### config.mk
export PLATFORM = sky130hd
export DESIGN_NAME = adc_serial_core
export DESIGN_NICKNAME = d
export VERILOG_FILES = /design/src/adc_serial_pkg.sv /design/src/adc_serial_core.sv /design/src/result_fifo.sv
export SDC_FILE = /design/constraint.sdc
export NUM_CORES = 1
export LEC_CHECK = 0
export BUFFER_PORTS_ARGS = -buffer_cell sky130_fd_sc_hd__buf_2
export CAP_MARGIN = 20
export CORE_ASPECT_RATIO = 0.75
export CORE_MARGIN = 3
export CORE_UTILIZATION = 55
export CTS_CLUSTER_SIZE = 10
export DETAILED_ROUTE_END_ITERATION = 7
export MAX_ROUTING_LAYER = met4
export PLACE_DENSITY_LB_ADDON = 0.05
export SLEW_MARGIN = 25
export SYNTH_ARGS = -nofsm -noshare
export SYNTH_HDL_FRONTEND = slang
export SYNTH_HIERARCHICAL = 1
export SYNTH_SLANG_ARGS = --single-unit
### constraint.sdc
create_clock -name clk_i -period 3.79 [get_ports clk_i]
set_input_delay 0.1895 -clock clk_i [delete_from_list [all_inputs] [get_ports clk_i]]
set_output_delay 0.1895 -clock clk_i [all_outputs]
set_load 0.03 [all_outputs]
### src/adc_serial_pkg.sv
// package: constants for the ready flag and serial register routing
package adc_serial_pkg;
	localparam logic [1:0] SEL_COMM  = 2'h0;
	localparam logic [1:0] SEL_SETUP = 2'h1;
	localparam logic [1:0] SEL_TEST  = 2'h2;
	localparam logic [1:0] SEL_DATA  = 2'h3;
	localparam int COMM_BITS = 8;
	localparam int DATA_BITS = 16;
	localparam int RESYNC_SCLK_HIGH = 32;
	localparam int HOLD_MCLK_PERIODS = 500;
	localparam int MCLK_NS = 50;
	localparam int HOLD_CYCLES = HOLD_MCLK_PERIODS;
	localparam logic [7:0] SETUP_RESET = 8'h28;
	localparam logic [7:0] COMM_RESET = 8'h00;
	localparam logic [7:0] TEST_RESET = 8'h00;
	localparam int COMM_POS_WAIT = 7;
	localparam int COMM_POS_RS1 = 5;
	localparam int COMM_POS_RS0 = 4;
	localparam int COMM_POS_RW = 3;
	localparam int FIFO_DEPTH = 8;
endpackage : adc_serial_pkg

### src/adc_serial_core.sv
// data-ready flag and serial shift register routing of the converter
// Functional notes
// - ready goes low when a new result sits in the data register
// - ready goes high after a full data word is read, not a partial one
// - unread result: ready high for 500 master clocks before next update
// - ready goes low again once the update has completed
// - ready goes low when calibration finishes, except during an unread-result hold window
// - output shifter loads comm, setup, test or data register per select bits
// - input shifter transfers word to setup, test or comm register per select bits
// - select 00 comm, 01 setup, 10 test, 11 data(16); then back to comm
// - every access begins with a comm write; expected after reset
// - 32 serial clocks with input high returns interface to default
`timescale 1ns/1ps
`default_nettype none
module adc_serial_core #(
	parameter int HOLD = adc_serial_pkg::HOLD_CYCLES
) (
	input  wire logic        clk_i,
	input  wire logic        sys_rst_i,
	input  wire logic        sclk_i,
	input  wire logic        din_i,
	input  wire logic        cs_n_i,
	input  wire logic [15:0] result_i,
	input  wire logic        result_valid_i,
	output logic             result_ready_o,
	input  wire logic        cal_done_i,
	output logic             dout_o,
	output logic             result_ready_n_o,
	output logic [7:0]       setup_o,
	output logic [7:0]       test_o,
	output logic [1:0]       gain_o,
	output logic             standby_o
);
	import adc_serial_pkg::*;

	typedef enum {ST_COMM, ST_WRITE, ST_READ} link_state_e;
	typedef enum {RD_IDLE, RD_HOLD} ready_state_e;

	localparam int         PINS     = 3;
	localparam logic [2:0] PIN_IDLE = 3'h7;

	logic [PINS-1:0] pin_raw;
	logic [PINS-1:0] pin_meta;
	logic [PINS-1:0] pin_sync;
	logic            sclk_prev;
	link_state_e     link_state;
	ready_state_e    ready_state;
	logic [7:0]      comm;
	logic [7:0]      setup;
	logic [7:0]      test;
	logic [15:0]     data;
	logic [15:0]     in_shift;
	logic [15:0]     out_shift;
	logic [4:0]      bit_count;
	logic [5:0]      high_count;
	logic [1:0]      register_select;
	logic            result_ready_n;
	logic            unread;
	logic            dout;
	logic [9:0]      hold_count;
	logic [15:0]     pending;
	logic            sclk_s;
	logic            din_s;
	logic            cs_s;
	logic            rise;
	logic            fall;
	logic            resync;
	logic [4:0]      acc_bits;
	logic            last_bit;
	logic            comm_go;
	logic            comm_end;
	logic [7:0]      comm_word;
	logic [1:0]      comm_select;
	logic            comm_read;
	logic            comm_to_comm;
	logic            data_done;
	logic            fifo_valid;
	logic [15:0]     fifo_data;
	logic            result_waiting;
	logic            take_result;
	logic            hold_start;
	logic            hold_end;
	logic            write_data;
	logic            fifo_pop;
	logic            cal_ready;
	logic [15:0]     load_word;

	// synchronised link pins and their edges
	assign pin_raw      = {cs_n_i, din_i, sclk_i};
	assign sclk_s       = pin_sync[0];
	assign din_s        = pin_sync[1];
	assign cs_s         = pin_sync[2];
	assign rise         = sclk_s & ~sclk_prev & ~cs_s;
	assign fall         = ~sclk_s & sclk_prev & ~cs_s;
	assign resync       = rise && din_s && (high_count == 6'(RESYNC_SCLK_HIGH - 1));

	// access length and comm byte decode
	assign acc_bits     = (register_select == SEL_DATA) ? 5'(DATA_BITS) : 5'(COMM_BITS);
	assign last_bit     = (bit_count == acc_bits - 5'h1);
	assign comm_go      = (link_state == ST_COMM) && rise && (bit_count != 5'h0 || !din_s);
	assign comm_end     = comm_go && (bit_count == 5'(COMM_BITS - 1));
	assign comm_word    = {in_shift[6:0], din_s};
	assign comm_select  = comm_word[COMM_POS_RS1:COMM_POS_RS0];
	assign comm_read    = comm_word[COMM_POS_RW];
	assign comm_to_comm = !comm_read && (comm_select == SEL_COMM);
	assign data_done    = (link_state == ST_READ) && rise && last_bit
	                      && (register_select == SEL_DATA);

	// result path: direct update, or hold window before overwriting an unread word
	assign result_waiting = fifo_valid && (ready_state == RD_IDLE);
	assign take_result    = result_waiting && !unread;
	assign hold_start     = result_waiting && unread;
	assign hold_end       = (ready_state == RD_HOLD) && (hold_count == 10'(HOLD - 1));
	assign write_data     = take_result || hold_end;
	assign fifo_pop       = take_result || hold_start;
	assign cal_ready      = cal_done_i && (ready_state == RD_IDLE) && !hold_start;

	// output shifter source, comm read shows ready flag, a zero and bits 5:0 of the byte just written
	assign load_word = (comm_select == SEL_DATA)  ? data
	                 : (comm_select == SEL_SETUP) ? {setup, 8'h00}
	                 : (comm_select == SEL_TEST)  ? {test, 8'h00}
	                 : {result_ready_n, 1'b0, comm_word[COMM_POS_RS1:0], 8'h00};

	result_fifo #(
		.WIDTH(DATA_BITS),
		.DEPTH(FIFO_DEPTH)
	) u_fifo (
		.clk_i      (clk_i),
		.sys_rst_i  (sys_rst_i),
		.in_data_i  (result_i),
		.in_valid_i (result_valid_i),
		.in_ready_o (result_ready_o),
		.out_data_o (fifo_data),
		.out_valid_o(fifo_valid),
		.out_ready_i(fifo_pop)
	);

	// two flops per pin, reset to the idle level so no false edge follows reset
	generate
		for (genvar p = 0; p < PINS; p++) begin : g_pin_sync
			always_ff @(posedge clk_i or posedge sys_rst_i) begin
				if (sys_rst_i) begin
					pin_meta[p] <= PIN_IDLE[p];
					pin_sync[p] <= PIN_IDLE[p];
				end else begin
					pin_meta[p] <= pin_raw[p];
					pin_sync[p] <= pin_meta[p];
				end
			end
		end
	endgenerate

	always_ff @(posedge clk_i or posedge sys_rst_i) begin
		if (sys_rst_i)
			sclk_prev <= 1'b1;
		else
			sclk_prev <= sclk_s;
	end

	always_ff @(posedge clk_i or posedge sys_rst_i) begin
		if (sys_rst_i) begin
			high_count <= 6'h0;
		end else if (rise) begin
			high_count <= (!din_s || resync) ? 6'h0 : high_count + 6'h1;
		end
	end

	always_ff @(posedge clk_i or posedge sys_rst_i) begin
		if (sys_rst_i) begin
			link_state      <= ST_COMM;
			bit_count       <= 5'h0;
			in_shift        <= 16'h0;
			out_shift       <= 16'h0;
			register_select <= SEL_COMM;
			comm            <= COMM_RESET;
			setup           <= SETUP_RESET;
			test            <= TEST_RESET;
			dout            <= 1'b1;
		end else if (resync) begin
			link_state <= ST_COMM;
			bit_count  <= 5'h0;
		end else begin
			unique case (link_state)
				ST_COMM: begin
					if (comm_go) begin
						in_shift  <= {in_shift[14:0], din_s};
						bit_count <= comm_end ? 5'h0 : bit_count + 5'h1;
					end
					if (comm_end) begin
						comm            <= comm_word;
						register_select <= comm_select;
						if (comm_read) begin
							link_state <= ST_READ;
							out_shift  <= load_word;
						end else if (!comm_to_comm) begin
							link_state <= ST_WRITE;
						end
					end
				end
				ST_WRITE: begin
					if (rise) begin
						in_shift  <= {in_shift[14:0], din_s};
						bit_count <= last_bit ? 5'h0 : bit_count + 5'h1;
						if (last_bit) begin
							link_state <= ST_COMM;
							unique case (register_select)
								SEL_SETUP: setup <= {in_shift[6:0], din_s};
								SEL_TEST:  test  <= {in_shift[6:0], din_s};
								SEL_COMM:  comm  <= {in_shift[6:0], din_s};
								SEL_DATA:  ;
							endcase
						end
					end
				end
				ST_READ: begin
					if (fall || (rise && bit_count == 5'h0))
						dout <= out_shift[15];
					if (rise) begin
						out_shift <= {out_shift[14:0], 1'b0};
						bit_count <= last_bit ? 5'h0 : bit_count + 5'h1;
						if (last_bit)
							link_state <= ST_COMM;
					end
				end
			endcase
		end
	end

	always_ff @(posedge clk_i or posedge sys_rst_i) begin
		if (sys_rst_i) begin
			ready_state <= RD_IDLE;
			hold_count  <= 10'h0;
		end else begin
			unique case (ready_state)
				RD_IDLE: begin
					hold_count <= 10'h0;
					if (hold_start)
						ready_state <= RD_HOLD;
				end
				RD_HOLD: begin
					hold_count <= hold_count + 10'h1;
					if (hold_end)
						ready_state <= RD_IDLE;
				end
			endcase
		end
	end

	always_ff @(posedge clk_i or posedge sys_rst_i) begin
		if (sys_rst_i) begin
			data    <= 16'h0;
			pending <= 16'h0;
		end else begin
			if (hold_start)
				pending <= fifo_data;
			if (write_data)
				data <= take_result ? fifo_data : pending;
		end
	end

	always_ff @(posedge clk_i or posedge sys_rst_i) begin
		if (sys_rst_i)
			unread <= 1'b0;
		else if (write_data)
			unread <= 1'b1;
		else if (data_done)
			unread <= 1'b0;
	end

	// set events win over a finished read in the same cycle
	always_ff @(posedge clk_i or posedge sys_rst_i) begin
		if (sys_rst_i)
			result_ready_n <= 1'b1;
		else if (write_data)
			result_ready_n <= 1'b0;
		else if (cal_ready)
			result_ready_n <= 1'b0;
		else if (hold_start)
			result_ready_n <= 1'b1;
		else if (data_done)
			result_ready_n <= 1'b1;
	end

	always_ff @(posedge clk_i or posedge sys_rst_i) begin
		if (sys_rst_i) begin
			dout_o           <= 1'b1;
			result_ready_n_o <= 1'b1;
			setup_o          <= SETUP_RESET;
			test_o           <= TEST_RESET;
			gain_o           <= 2'h0;
			standby_o        <= 1'b0;
		end else begin
			dout_o           <= dout;
			result_ready_n_o <= result_ready_n;
			setup_o          <= setup;
			test_o           <= test;
			gain_o           <= comm[1:0];
			standby_o        <= comm[2];
		end
	end
endmodule : adc_serial_core
`default_nettype wire

### src/result_fifo.sv
// synchronous fifo with valid/ready on both sides
`timescale 1ns/1ps
`default_nettype none
module result_fifo #(
	parameter int WIDTH = 16,
	parameter int DEPTH = 8
) (
	input  wire logic             clk_i,
	input  wire logic             sys_rst_i,
	input  wire logic [WIDTH-1:0] in_data_i,
	input  wire logic             in_valid_i,
	output logic                  in_ready_o,
	output logic      [WIDTH-1:0] out_data_o,
	output logic                  out_valid_o,
	input  wire logic             out_ready_i
);
	localparam int AW = $clog2(DEPTH);
	logic [WIDTH-1:0] mem [DEPTH];
	logic [AW-1:0]    wr_ptr;
	logic [AW-1:0]    rd_ptr;
	logic [AW:0]      count;
	logic [AW:0]      next_count;
	wire              do_wr = in_valid_i & in_ready_o;
	wire              do_rd = out_valid_o & out_ready_i;

	assign next_count  = count + (AW+1)'(do_wr) - (AW+1)'(do_rd);
	assign out_data_o  = mem[rd_ptr];

	always_ff @(posedge clk_i) begin
		if (do_wr)
			mem[wr_ptr] <= in_data_i;
	end

	always_ff @(posedge clk_i or posedge sys_rst_i) begin
		if (sys_rst_i) begin
			wr_ptr <= '0;
			rd_ptr <= '0;
			count  <= '0;
			in_ready_o  <= 1'b1;
			out_valid_o <= 1'b0;
		end else begin
			if (do_wr)
				wr_ptr <= (wr_ptr == AW'(DEPTH-1)) ? '0 : wr_ptr + 1'b1;
			if (do_rd)
				rd_ptr <= (rd_ptr == AW'(DEPTH-1)) ? '0 : rd_ptr + 1'b1;
			count       <= next_count;
			in_ready_o  <= (next_count != (AW+1)'(DEPTH));
			out_valid_o <= (next_count != '0);
		end
	end
endmodule : result_fifo
`default_nettype wire

==> results.md, run 1 <==
* Outcome: completed
* Final number of setup-violating endpoints at 0
* Htree depth at 1
* Top cells by area in the synthesized netlist: edfxtp_1, dfrtp_1, mux2_2
* First-pass GRT wire length at 33500 um
* Seq. cell area at 7440 sq um
* CP Class: register to register
* Total of max-cap violations at 0
* Layout area overhead at 14.5%
* Root Buffer: clkbuf_16
* Setup Skew at 0.0139 ns
* Post-Synthesis Cells at 725
* DR pass1 iterations at 5
* Sw Ratio at 0.286
* # diodes at 0
* GP Congestion at 0.850
* Max Freq at 0.380 GHz
* Iter 0 DRT Violations at 428
* Top cell type's share of synthesized area at 0.342
* Post-synth net total at 764
* Initial antenna violation count at 0
* Register share of total power at 0.462
* Vias per std cell at 5.69
* Cell taking the most area after synthesis: edfxtp_1
* Yosys reg bits at 271
* Hold/Removal Path Class: input pin to async pin
* Site Rows at 44
* Vias in the first global route at 6215
* Design area at 12900 sq um
* RSZ-0062 raised after global routing: no
* Worst slew pin tran at 1.02 ns
* CP arrival at 3.05 ns
* Clk pwr share at 0.300
* Power share of the combinational group at 0.238
* Layout cells sized above 1 at 0.245
* YS warnings at 6
* # fillers at 1422
* Predominant post-synthesis flop cell: edfxtp_1
* Nets at 846
* Non-Filler Instances at 1084
* Post-Route Setup TNS at 0 ns
* Routed via count at 6164
* Post-synth EDFFs at 128
* Die height at 130 um
* Max-slew violations at 0
* DRT antenna net count at 0
* Post-Place Cells at 1002
* Final WS setup at 1.16 ns
* Total gr overflow at 0
* Post-Syn Area per Cell at 15.5 sq um
* Cell Pwr Density at 669 nW/um^2
* Post_cts resized at 0
* Die area at 22200 sq um
* Placed cell areas at 11700 sq um
* Final wirelength at 20500 um
* Register area share after synthesis at 0.662
* Post-Syn Area at 11200 sq um
* Clock sinks at 271
* Port buffer count at 44
* Dpl hpwl at 13100 um
* Setup crit start: u_fifo/in_ready_o
* Core area at 19700 sq um
* Async SR Flop Fraction at 0.528
* Wirelength per Cell at 18.9 um
* P_leak at 5.16 nW
* WP data required at 4.21 ns
* R2r startpoint: u_fifo/in_ready_o
* Worst-Skew Late Latency at 0.53 ns
* Worst r2r path cells at 9
* DP Worst Slack at 1.16 ns
* Hold violation count in the final report at 0
* Max Fanout on Critical Path at 9
* Pin count of the biggest net entering global routing at 73
* Min Clock Period, post-route at 2.63 ns
* CTS tree: built
* Clock slew at reported path FFs at 0.05 ns
* Hold slack final at 0.247 ns
* Global Route Usage Sum at 0.198
* Psw at 0.00246 W
* # DRC at 0
* Num CTS Buffers at 31
* Cell variety after synth at 64
* Crit share post-route at 0.694
* Bufs on Longest Clock Path at 3
* Die Span X at 171 um
* Pint at 0.00615 W
* CP Launch Type: register
* Critical Path End Type: register
* Slew margin rel. at 0.318
* Worst vdd ir at 0.381 mV
* Starting Density at 0.570
* Io pins at 45
* Multi-input logic area at 3580 sq um
-- final cells by class --
type,instances,area share
clock buffers,56,0.0676
clock inverters,1,0.000681
inverters,19,0.00574
multi-input cells,403,0.278
flip-flops and latches,271,0.578
well taps,253,0.0246
repair buffers,81,0.0445
-- worst max-delay path, cell delays in order, from the launching register on --
cell	delay (ns)
dfstp_2	0.53
nand2_1	0.29
ha_1	0.41
inv_1	0.06
ha_1	0.15
inv_1	0.06
fa_1	0.50
inv_1	0.05
nor3_1	0.21
a21bo_2	0.25
-- per-layer routing --
layer / track usage / wire, um / vias up / part of all wire
met5: - / 0 / - / 0
met4: 0.0402 / 287 / 0 / 0.014
met3: 0.0342 / 876 / 27 / 0.043
met2: 0.298 / 9480 / 122 / 0.46
met1: 0.292 / 9870 / 3107 / 0.48
li1: - / - / 2908 / -
-- synth_stat cells, types with 5 or more instances --
master	instances
a21o_1	5
a21oi_1	14
a22oi_1	9
and3_1	7
buf_2	8
clkbuf_1	16
dfrtp_1	127
dfstp_2	16
edfxtp_1	128
ha_1	15
inv_1	18
mux2_2	70
mux2i_1	18
mux4_1	28
mux4_2	5
nand2_1	59
nand2b_1	5
nand3_1	12
nor2_1	26
nor3_1	14
o21ai_0	50
xnor2_1	7
-- kinds of logic after synthesis --
group	after synthesis	synth area share
xor+xnor	9	0.00701
compound gates	101	0.0549
mux	121	0.162
fa+ha+maj	16	0.0185
buf+inv	51	0.0242
simple gates	156	0.0718
flops	271	0.662
-- power by group through the flow --
| stage | Clock, W | Sequential (W) | Combinational (W) |
|---|---|---|---|
| 2_1_floorplan | 0 | 0.00385 | 0.00167 |
| 3_3_place_gp | 0 | 0.00399 | 0.00197 |
| 3_5_place_dp | 0 | 0.00402 | 0.00204 |
| 4_1_cts | 0.00265 | 0.00397 | 0.00206 |
| 5_1_grt | 0.00281 | 0.00403 | 0.00228 |
| 6_report | 0.00258 | 0.00397 | 0.00205 |
-- layout by cell type, fill, tap and decap left out, types with 12 or more instances in the layout --
cell	n
clkbuf_16	31
buf_2	44
nand3_1	12
clkbuf_1	25
dfstp_2	16
a21oi_1	13
nor2_1	26
o21ai_0	49
mux2_2	70
buf_4	12
inv_1	17
mux4_1	28
dfrtp_1	127
edfxtp_1	128
mux2i_1	18
dlygate4sd3_1	21
nand2_1	59
ha_1	15
-- flip-flops by register name, indices dropped and copies added, names as in the netlist, 2 cells and up --
register / cells
hold_count: 10
u_fifo/count: 4
link_state: 2
out_shift: 16
u_fifo/wr_ptr: 3
bit_count: 5
in_shift: 7
setup: 8
test_o: 8
setup_o: 8
u_fifo/mem: 128
test: 8
pin_meta: 3
high_count: 6
u_fifo/rd_ptr: 3
gain_o: 2
comm: 3
pending: 16
register_select: 2
data: 16
-- final timing paths --
check / to / slack (ns)
setup / recovery: u_fifo/out_valid_o / 1.16
hold / removal: u_fifo/count[0] / 0.25
setup reg to reg: u_fifo/out_valid_o / 1.16
hold reg to reg: sclk_s / 0.35
max in group asynchronous: result_ready_n / 2.53
min in group clk_i: u_fifo/mem[1][8] / 0.25
-- per-stage QoR --
stage / utilization / total power (W)
6_report: 0.653 / 0.00860
2_1_floorplan: - / 0.00552
3_3_place_gp: 0.595 / 0.00596
5_1_grt: 0.653 / 0.00913
3_5_place_dp: 0.595 / 0.00606
4_1_cts: 0.650 / 0.00869
-- timing repair --
item / 4_1_cts / 5_1_grt
setup buffers: 0 / 0
hold endpoints to repair: 206 / 0
hold buffers: 21 / 0
Note: power is estimated with default switching activity, not from simulation.
==> inputs of run 2 (changes only) <==
Settings changed: CORE_UTILIZATION 55 to 61.
Clock period 3.79 ns to 2.6 ns, I/O delays scaled along.
==> results.md, run 2 (same netlist as run 1, synthesis figures left out) <==
* Most frequent cells in the layout: edfxtp_1, dfrtp_1, mux2_2
* Routed via count at 6261
* Power Total at 0.0126 W
* Clock slew at reported path FFs at 0.06 ns
* Wirelength per Cell at 19.1 um
* WP data required at 3.02 ns
* Design area at 12900 sq um
* CP Launch Type: register
* Worst slew pin tran at 0.847 ns
* DRT antenna net count at 0
* Met2 Track Usage GR at 0.336
* Leading cell type in the layout, fill and taps excluded: edfxtp_1
* GR Util met1 at 0.326
* # fillers at 1159
* CP Class: register to register
* Iter 0 DRT Violations at 553
* Cell Pwr Density at 977 nW/um^2
* Total of max-cap violations at 0
* CP arrival at 2.83 ns
* Die Span X at 163 um
* Worst-Skew Late Latency at 0.53 ns
* Post-CTS Repair Setup Buffers at 0
* Nets at 852
* Bufs on Longest Clock Path at 3
* Max-slew violations at 0
* Core area at 17900 sq um
* Final number of setup-violating endpoints at 0
* Setup crit start: ready_state[0]
* Layout area overhead at 14.7%
* Worst reg2reg setup slack at 0.18 ns
* Placed cell areas at 11800 sq um
* Worst vdd ir at 0.682 mV
* Dpl hpwl at 13000 um
* First-pass GRT wire length at 33600 um
* Max Freq at 0.414 GHz
* Site Rows at 42
* Hold slack final at 0.164 ns
* Global routing's busiest layer: met2
* DR pass1 iterations at 5
* # DRC at 0
* Post-Route Setup TNS at 0 ns
* Starting Density at 0.629
* # diodes at 0
* Clock sinks at 271
* Final wirelength at 20600 um
* Post-Place Cells at 1001
* Io pins at 45
* Die height at 124 um
* Hold Crit Start: result_valid_i
* Crit share post-route at 0.929
* Global Route Usage Sum at 0.220
* Root Buffer: clkbuf_16
* Non-Filler Instances at 1079
* Critical Path End Type: register
* Total gr overflow at 0
* Num CTS Buffers at 31
* Vias in the first global route at 6347
* Met3 Track Usage GR at 0.0332
* CTS tree: built
* Initial antenna violation count at 0
* Hold/Removal Path Class: input pin to register
* Largest register FFs at 128
* Pin count of the biggest net entering global routing at 87
* Biggest register: u_fifo/mem
* RSZ-0062 raised after global routing: no
* Hold violation count in the final report at 0
* Port buffer count at 44
* Layout cells sized above 1 at 0.252
* Outcome: completed
* GP Congestion at 0.831
* Htree depth at 1
* R2r startpoint: ready_state[0]
* Die area at 20100 sq um
* P_leak at 5.19 nW
* Slew margin rel. at 0.433
* Vias per std cell at 5.80
* Setup Skew at 0.0130 ns
* Max Fanout on Critical Path at 6
* Min Clock Period, post-route at 2.42 ns
-- run 2: cell types whose count changed in the layout (fill, tap and decap cells not counted), sizes merged --
cell      before  now
inv           19   18
buf           60   66
clkinvlp       0    1
-- run 2: cell type report --
type | count | area [sq um] | share of cell area
multi-input cells | 403 | 3570 | 0.277
clock inverters | 1 | 8.76 | 0.000679
clock buffers | 56 | 870 | 0.0675
inverters | 19 | 75.1 | 0.00582
repair buffers | 87 | 621 | 0.0481
flip-flops and latches | 271 | 7440 | 0.577
well taps | 242 | 303 | 0.0235
-- run 2: critical path, stage by stage, from the launching register on --
cell and delay (ns):
dfrtp_1 0.43, nor2b_2 0.16, nand2_2 0.10, inv_1 0.07, ha_1 0.21, inv_1 0.06, ha_1 0.16, inv_1 0.06
fa_1 0.51, inv_1 0.07, nor3_1 0.22, a21bo_2 0.25
-- run 2: power by group --
group	switching, W	total (W)	internal (W)
clock network	0.00154	0.00376	0.00223
logic	0.00157	0.00310	0.00153
registers	0.000486	0.00572	0.00523
total	0.00359	0.0126	0.00899
-- run 2: final timing paths --
path / endpoint / cells after the start
max: u_fifo/out_valid_o / 11
min: u_fifo/wr_ptr[0] / 4
max reg2reg: u_fifo/out_valid_o / 11
min reg2reg: cs_s / 0
max in group asynchronous: setup_o[5] / 4
min in group asynchronous: u_fifo/count[3] / 3
-- run 2: timing repair --
| item | CTS | global route |
|---|---|---|
| resized for setup | 0 | 2 |
| hold endpoints to repair | 165 | 0 |
| endpoints found under the setup margin | 0 | 1 |
| hold buffers | 21 | 0 |
-- run 2: per-layer routing --
layer  vias to the layer above  routed length, um  share of wire
met5                         -                  0              0
met4                         0                234          0.011
met3                        23                815          0.039
met2                       121               9640           0.47
met1                      3197               9960           0.48
li1                       2920                  -              -
-- run 2: through the flow --
step / utilization / worst slack, ns
after floorplan: - / 0.142
after global placement: 0.660 / 0.222
after detailed placement: 0.660 / 0.102
after CTS: 0.721 / 0.0987
after global routing: 0.721 / 0.00880
final: 0.721 / 0.185
==> inputs of run 3 (changes only) <==
Settings changed: CORE_MARGIN 3 to 4.
==> results.md, run 3 (same netlist as run 1, synthesis figures left out) <==
* Outcome: completed
* P_leak at 5.20 nW
* Placed cell areas at 11800 sq um
* CP delay by family, top: adder cells
* Routed via count at 6327
* Post-Route Utilization at 0.723
* Worst reg2reg setup slack at 0.14 ns
* WP buf/inv at 4
* Hold Crit Start: result_valid_i
* GP Congestion at 0.821
* Worst-Skew Late Latency at 0.53 ns
* Total gr overflow at 0
* CP arrival at 2.88 ns
* Nets at 853
* Clock slew at reported path FFs at 0.06 ns
* Die height at 126 um
* DRT antenna net count at 0
* CP Class: register to register
* DR pass1 iterations at 5
* Cell Pwr Density at 981 nW/um^2
* Dpl hpwl at 13500 um
* Final wirelength at 21200 um
* Bufs on Longest Clock Path at 3
* Design area at 12900 sq um
* Wirelength per Cell at 19.7 um
* Crit path largest cell delay at 0.51 ns
* Post-Route Setup TNS at 0 ns
* Iter 0 DRT Violations at 470
* Die area at 20700 sq um
* Initial antenna violation count at 0
* Max Freq at 0.407 GHz
* Power Total at 0.0127 W
* Die Span X at 165 um
* Starting Density at 0.629
* CP most frequent cell: inv_1
* Global Route Usage Sum at 0.220
* Critical path depth in cells at 11
* Hold Path Sink: u_fifo/wr_ptr[0]
* Slew margin rel. at 0.412
* Root Buffer: clkbuf_16
* Ordered cell list for the critical path: nor2b_2 -> nand2_2 -> inv_1 -> ha_1 -> inv_1 -> ha_1 -> inv_1 -> fa_1 -> inv_1 -> nor3_2 -> a21bo_2
* Hold violation count in the final report at 0
* Seq. cell area at 7440 sq um
* CTS tree: built
* # fillers at 1173
* Hold Path Stages at 4
* Port buffer count at 44
* Core area at 17900 sq um
* Max-slew violations at 0
* Crit share post-route at 0.946
* Pin count of the biggest net entering global routing at 56
* Site Rows at 42
* Layout area overhead at 14.9%
* Leading cell type in the layout, fill and taps excluded: edfxtp_1
* Io pins at 45
* # diodes at 0
* Biggest register: u_fifo/mem
* Max Fanout on Critical Path at 6
* Multi-input logic area at 3580 sq um
* First-pass GRT wire length at 35100 um
* Worst r2r path cells at 11
* RSZ-0062 raised after global routing: no
* Vias in the first global route at 6586
* Most frequent cells in the layout: edfxtp_1, dfrtp_1, mux2_2
* CP Launch Type: register
* Total of max-cap violations at 0
* Setup Skew at 0.0140 ns
* # DRC at 0
* Worst slew pin tran at 0.878 ns
* Capturing point of the worst reg2reg path: u_fifo/out_valid_o
* WP data required at 3.03 ns
* Hold/Removal Path Class: input pin to register
* R2r startpoint: ready_state[0]
* Worst vdd ir at 0.614 mV
* Post-CTS Repair Setup Buffers at 0
* Clock sinks at 271
* Critical Path End Type: register
* Layout cells sized above 1 at 0.254
* Vias per std cell at 5.86
* Min Clock Period, post-route at 2.46 ns
* Final number of setup-violating endpoints at 0
* Largest register FFs at 128
* CP max stage cell: fa_1
* Num CTS Buffers at 31
* Htree depth at 1
run 3: changes by cell type in the layout (fill, tap and decap cells not counted):
cell / before / now
nor3_1: 10 / 9
nor3_2: 4 / 5
buf_12: 2 / 3
run 3: report_power, final:
group / switching [W] / internal, W / leakage, nW
Sequential: 0.000489 / 0.00523 / 2.95
Combinational: 0.00163 / 0.00154 / 1.83
Clock: 0.00155 / 0.00223 / 0.416
Total: 0.00367 / 0.00900 / 5.20
run 3: final cells by class:
| type | count | area share |
|---|---|---|
| inverter | 19 | 0.00581 |
| sequential | 271 | 0.576 |
| clock inverter | 1 | 0.000678 |
| timing repair buffer | 88 | 0.0496 |
| tap | 242 | 0.0234 |
| multi-input combinational | 403 | 0.277 |
| clock buffer | 56 | 0.0673 |
run 3: how the worst max path moves through the flow:
stage / from / endpoint / slack (ns)
floorplan: u_fifo/in_ready_o / u_fifo/out_valid_o / 0.14
global placement: ready_state[0] / u_fifo/out_valid_o / 0.22
detailed placement: ready_state[0] / u_fifo/out_valid_o / 0.03
CTS: ready_state[0] / u_fifo/out_valid_o / 0.02
global route: ready_state[0] / u_fifo/out_valid_o / 0.04
finish: ready_state[0] / u_fifo/out_valid_o / 0.14
run 3: what timing repair did:
item                       in CTS  in global routing
hold endpoints to repair      164                  0
setup endpoints to repair       0                  1
resized for setup               0                  3
hold buffers                   21                  0
run 3: layer usage:
metal | share of wire | wire length [um] | GRT usage | vias to the layer above
met3 | 0.038 | 801 | 0.0352 | 29
li1 | - | - | - | 2923
met5 | 0 | 0 | - | -
met2 | 0.48 | 10300 | 0.335 | 117
met4 | 0.012 | 254 | 0.0411 | 0
met1 | 0.47 | 9920 | 0.325 | 3258
run 3: stage by stage:
| stage | worst slack [ns] | std cells | hold WS [ns] |
|---|---|---|---|
| 2_1_floorplan | 0.142 | 725 | -0.00602 |
| 3_3_place_gp | 0.219 | 1002 | 0.176 |
| 3_5_place_dp | 0.0281 | 1002 | 0.185 |
| 4_1_cts | 0.0181 | 1080 | 0.117 |
| 5_1_grt | 0.0398 | 1080 | 0.145 |
| 6_report | 0.141 | 1080 | 0.143 |
run 3: worst reg2reg max path: cells and delay by family (launching register included):
family          cells  cell delay, ns
flops               1            0.43
buf+inv             4            0.29
simple gates        3            0.51
compound gates      1            0.24
fa+ha+maj           3            0.90
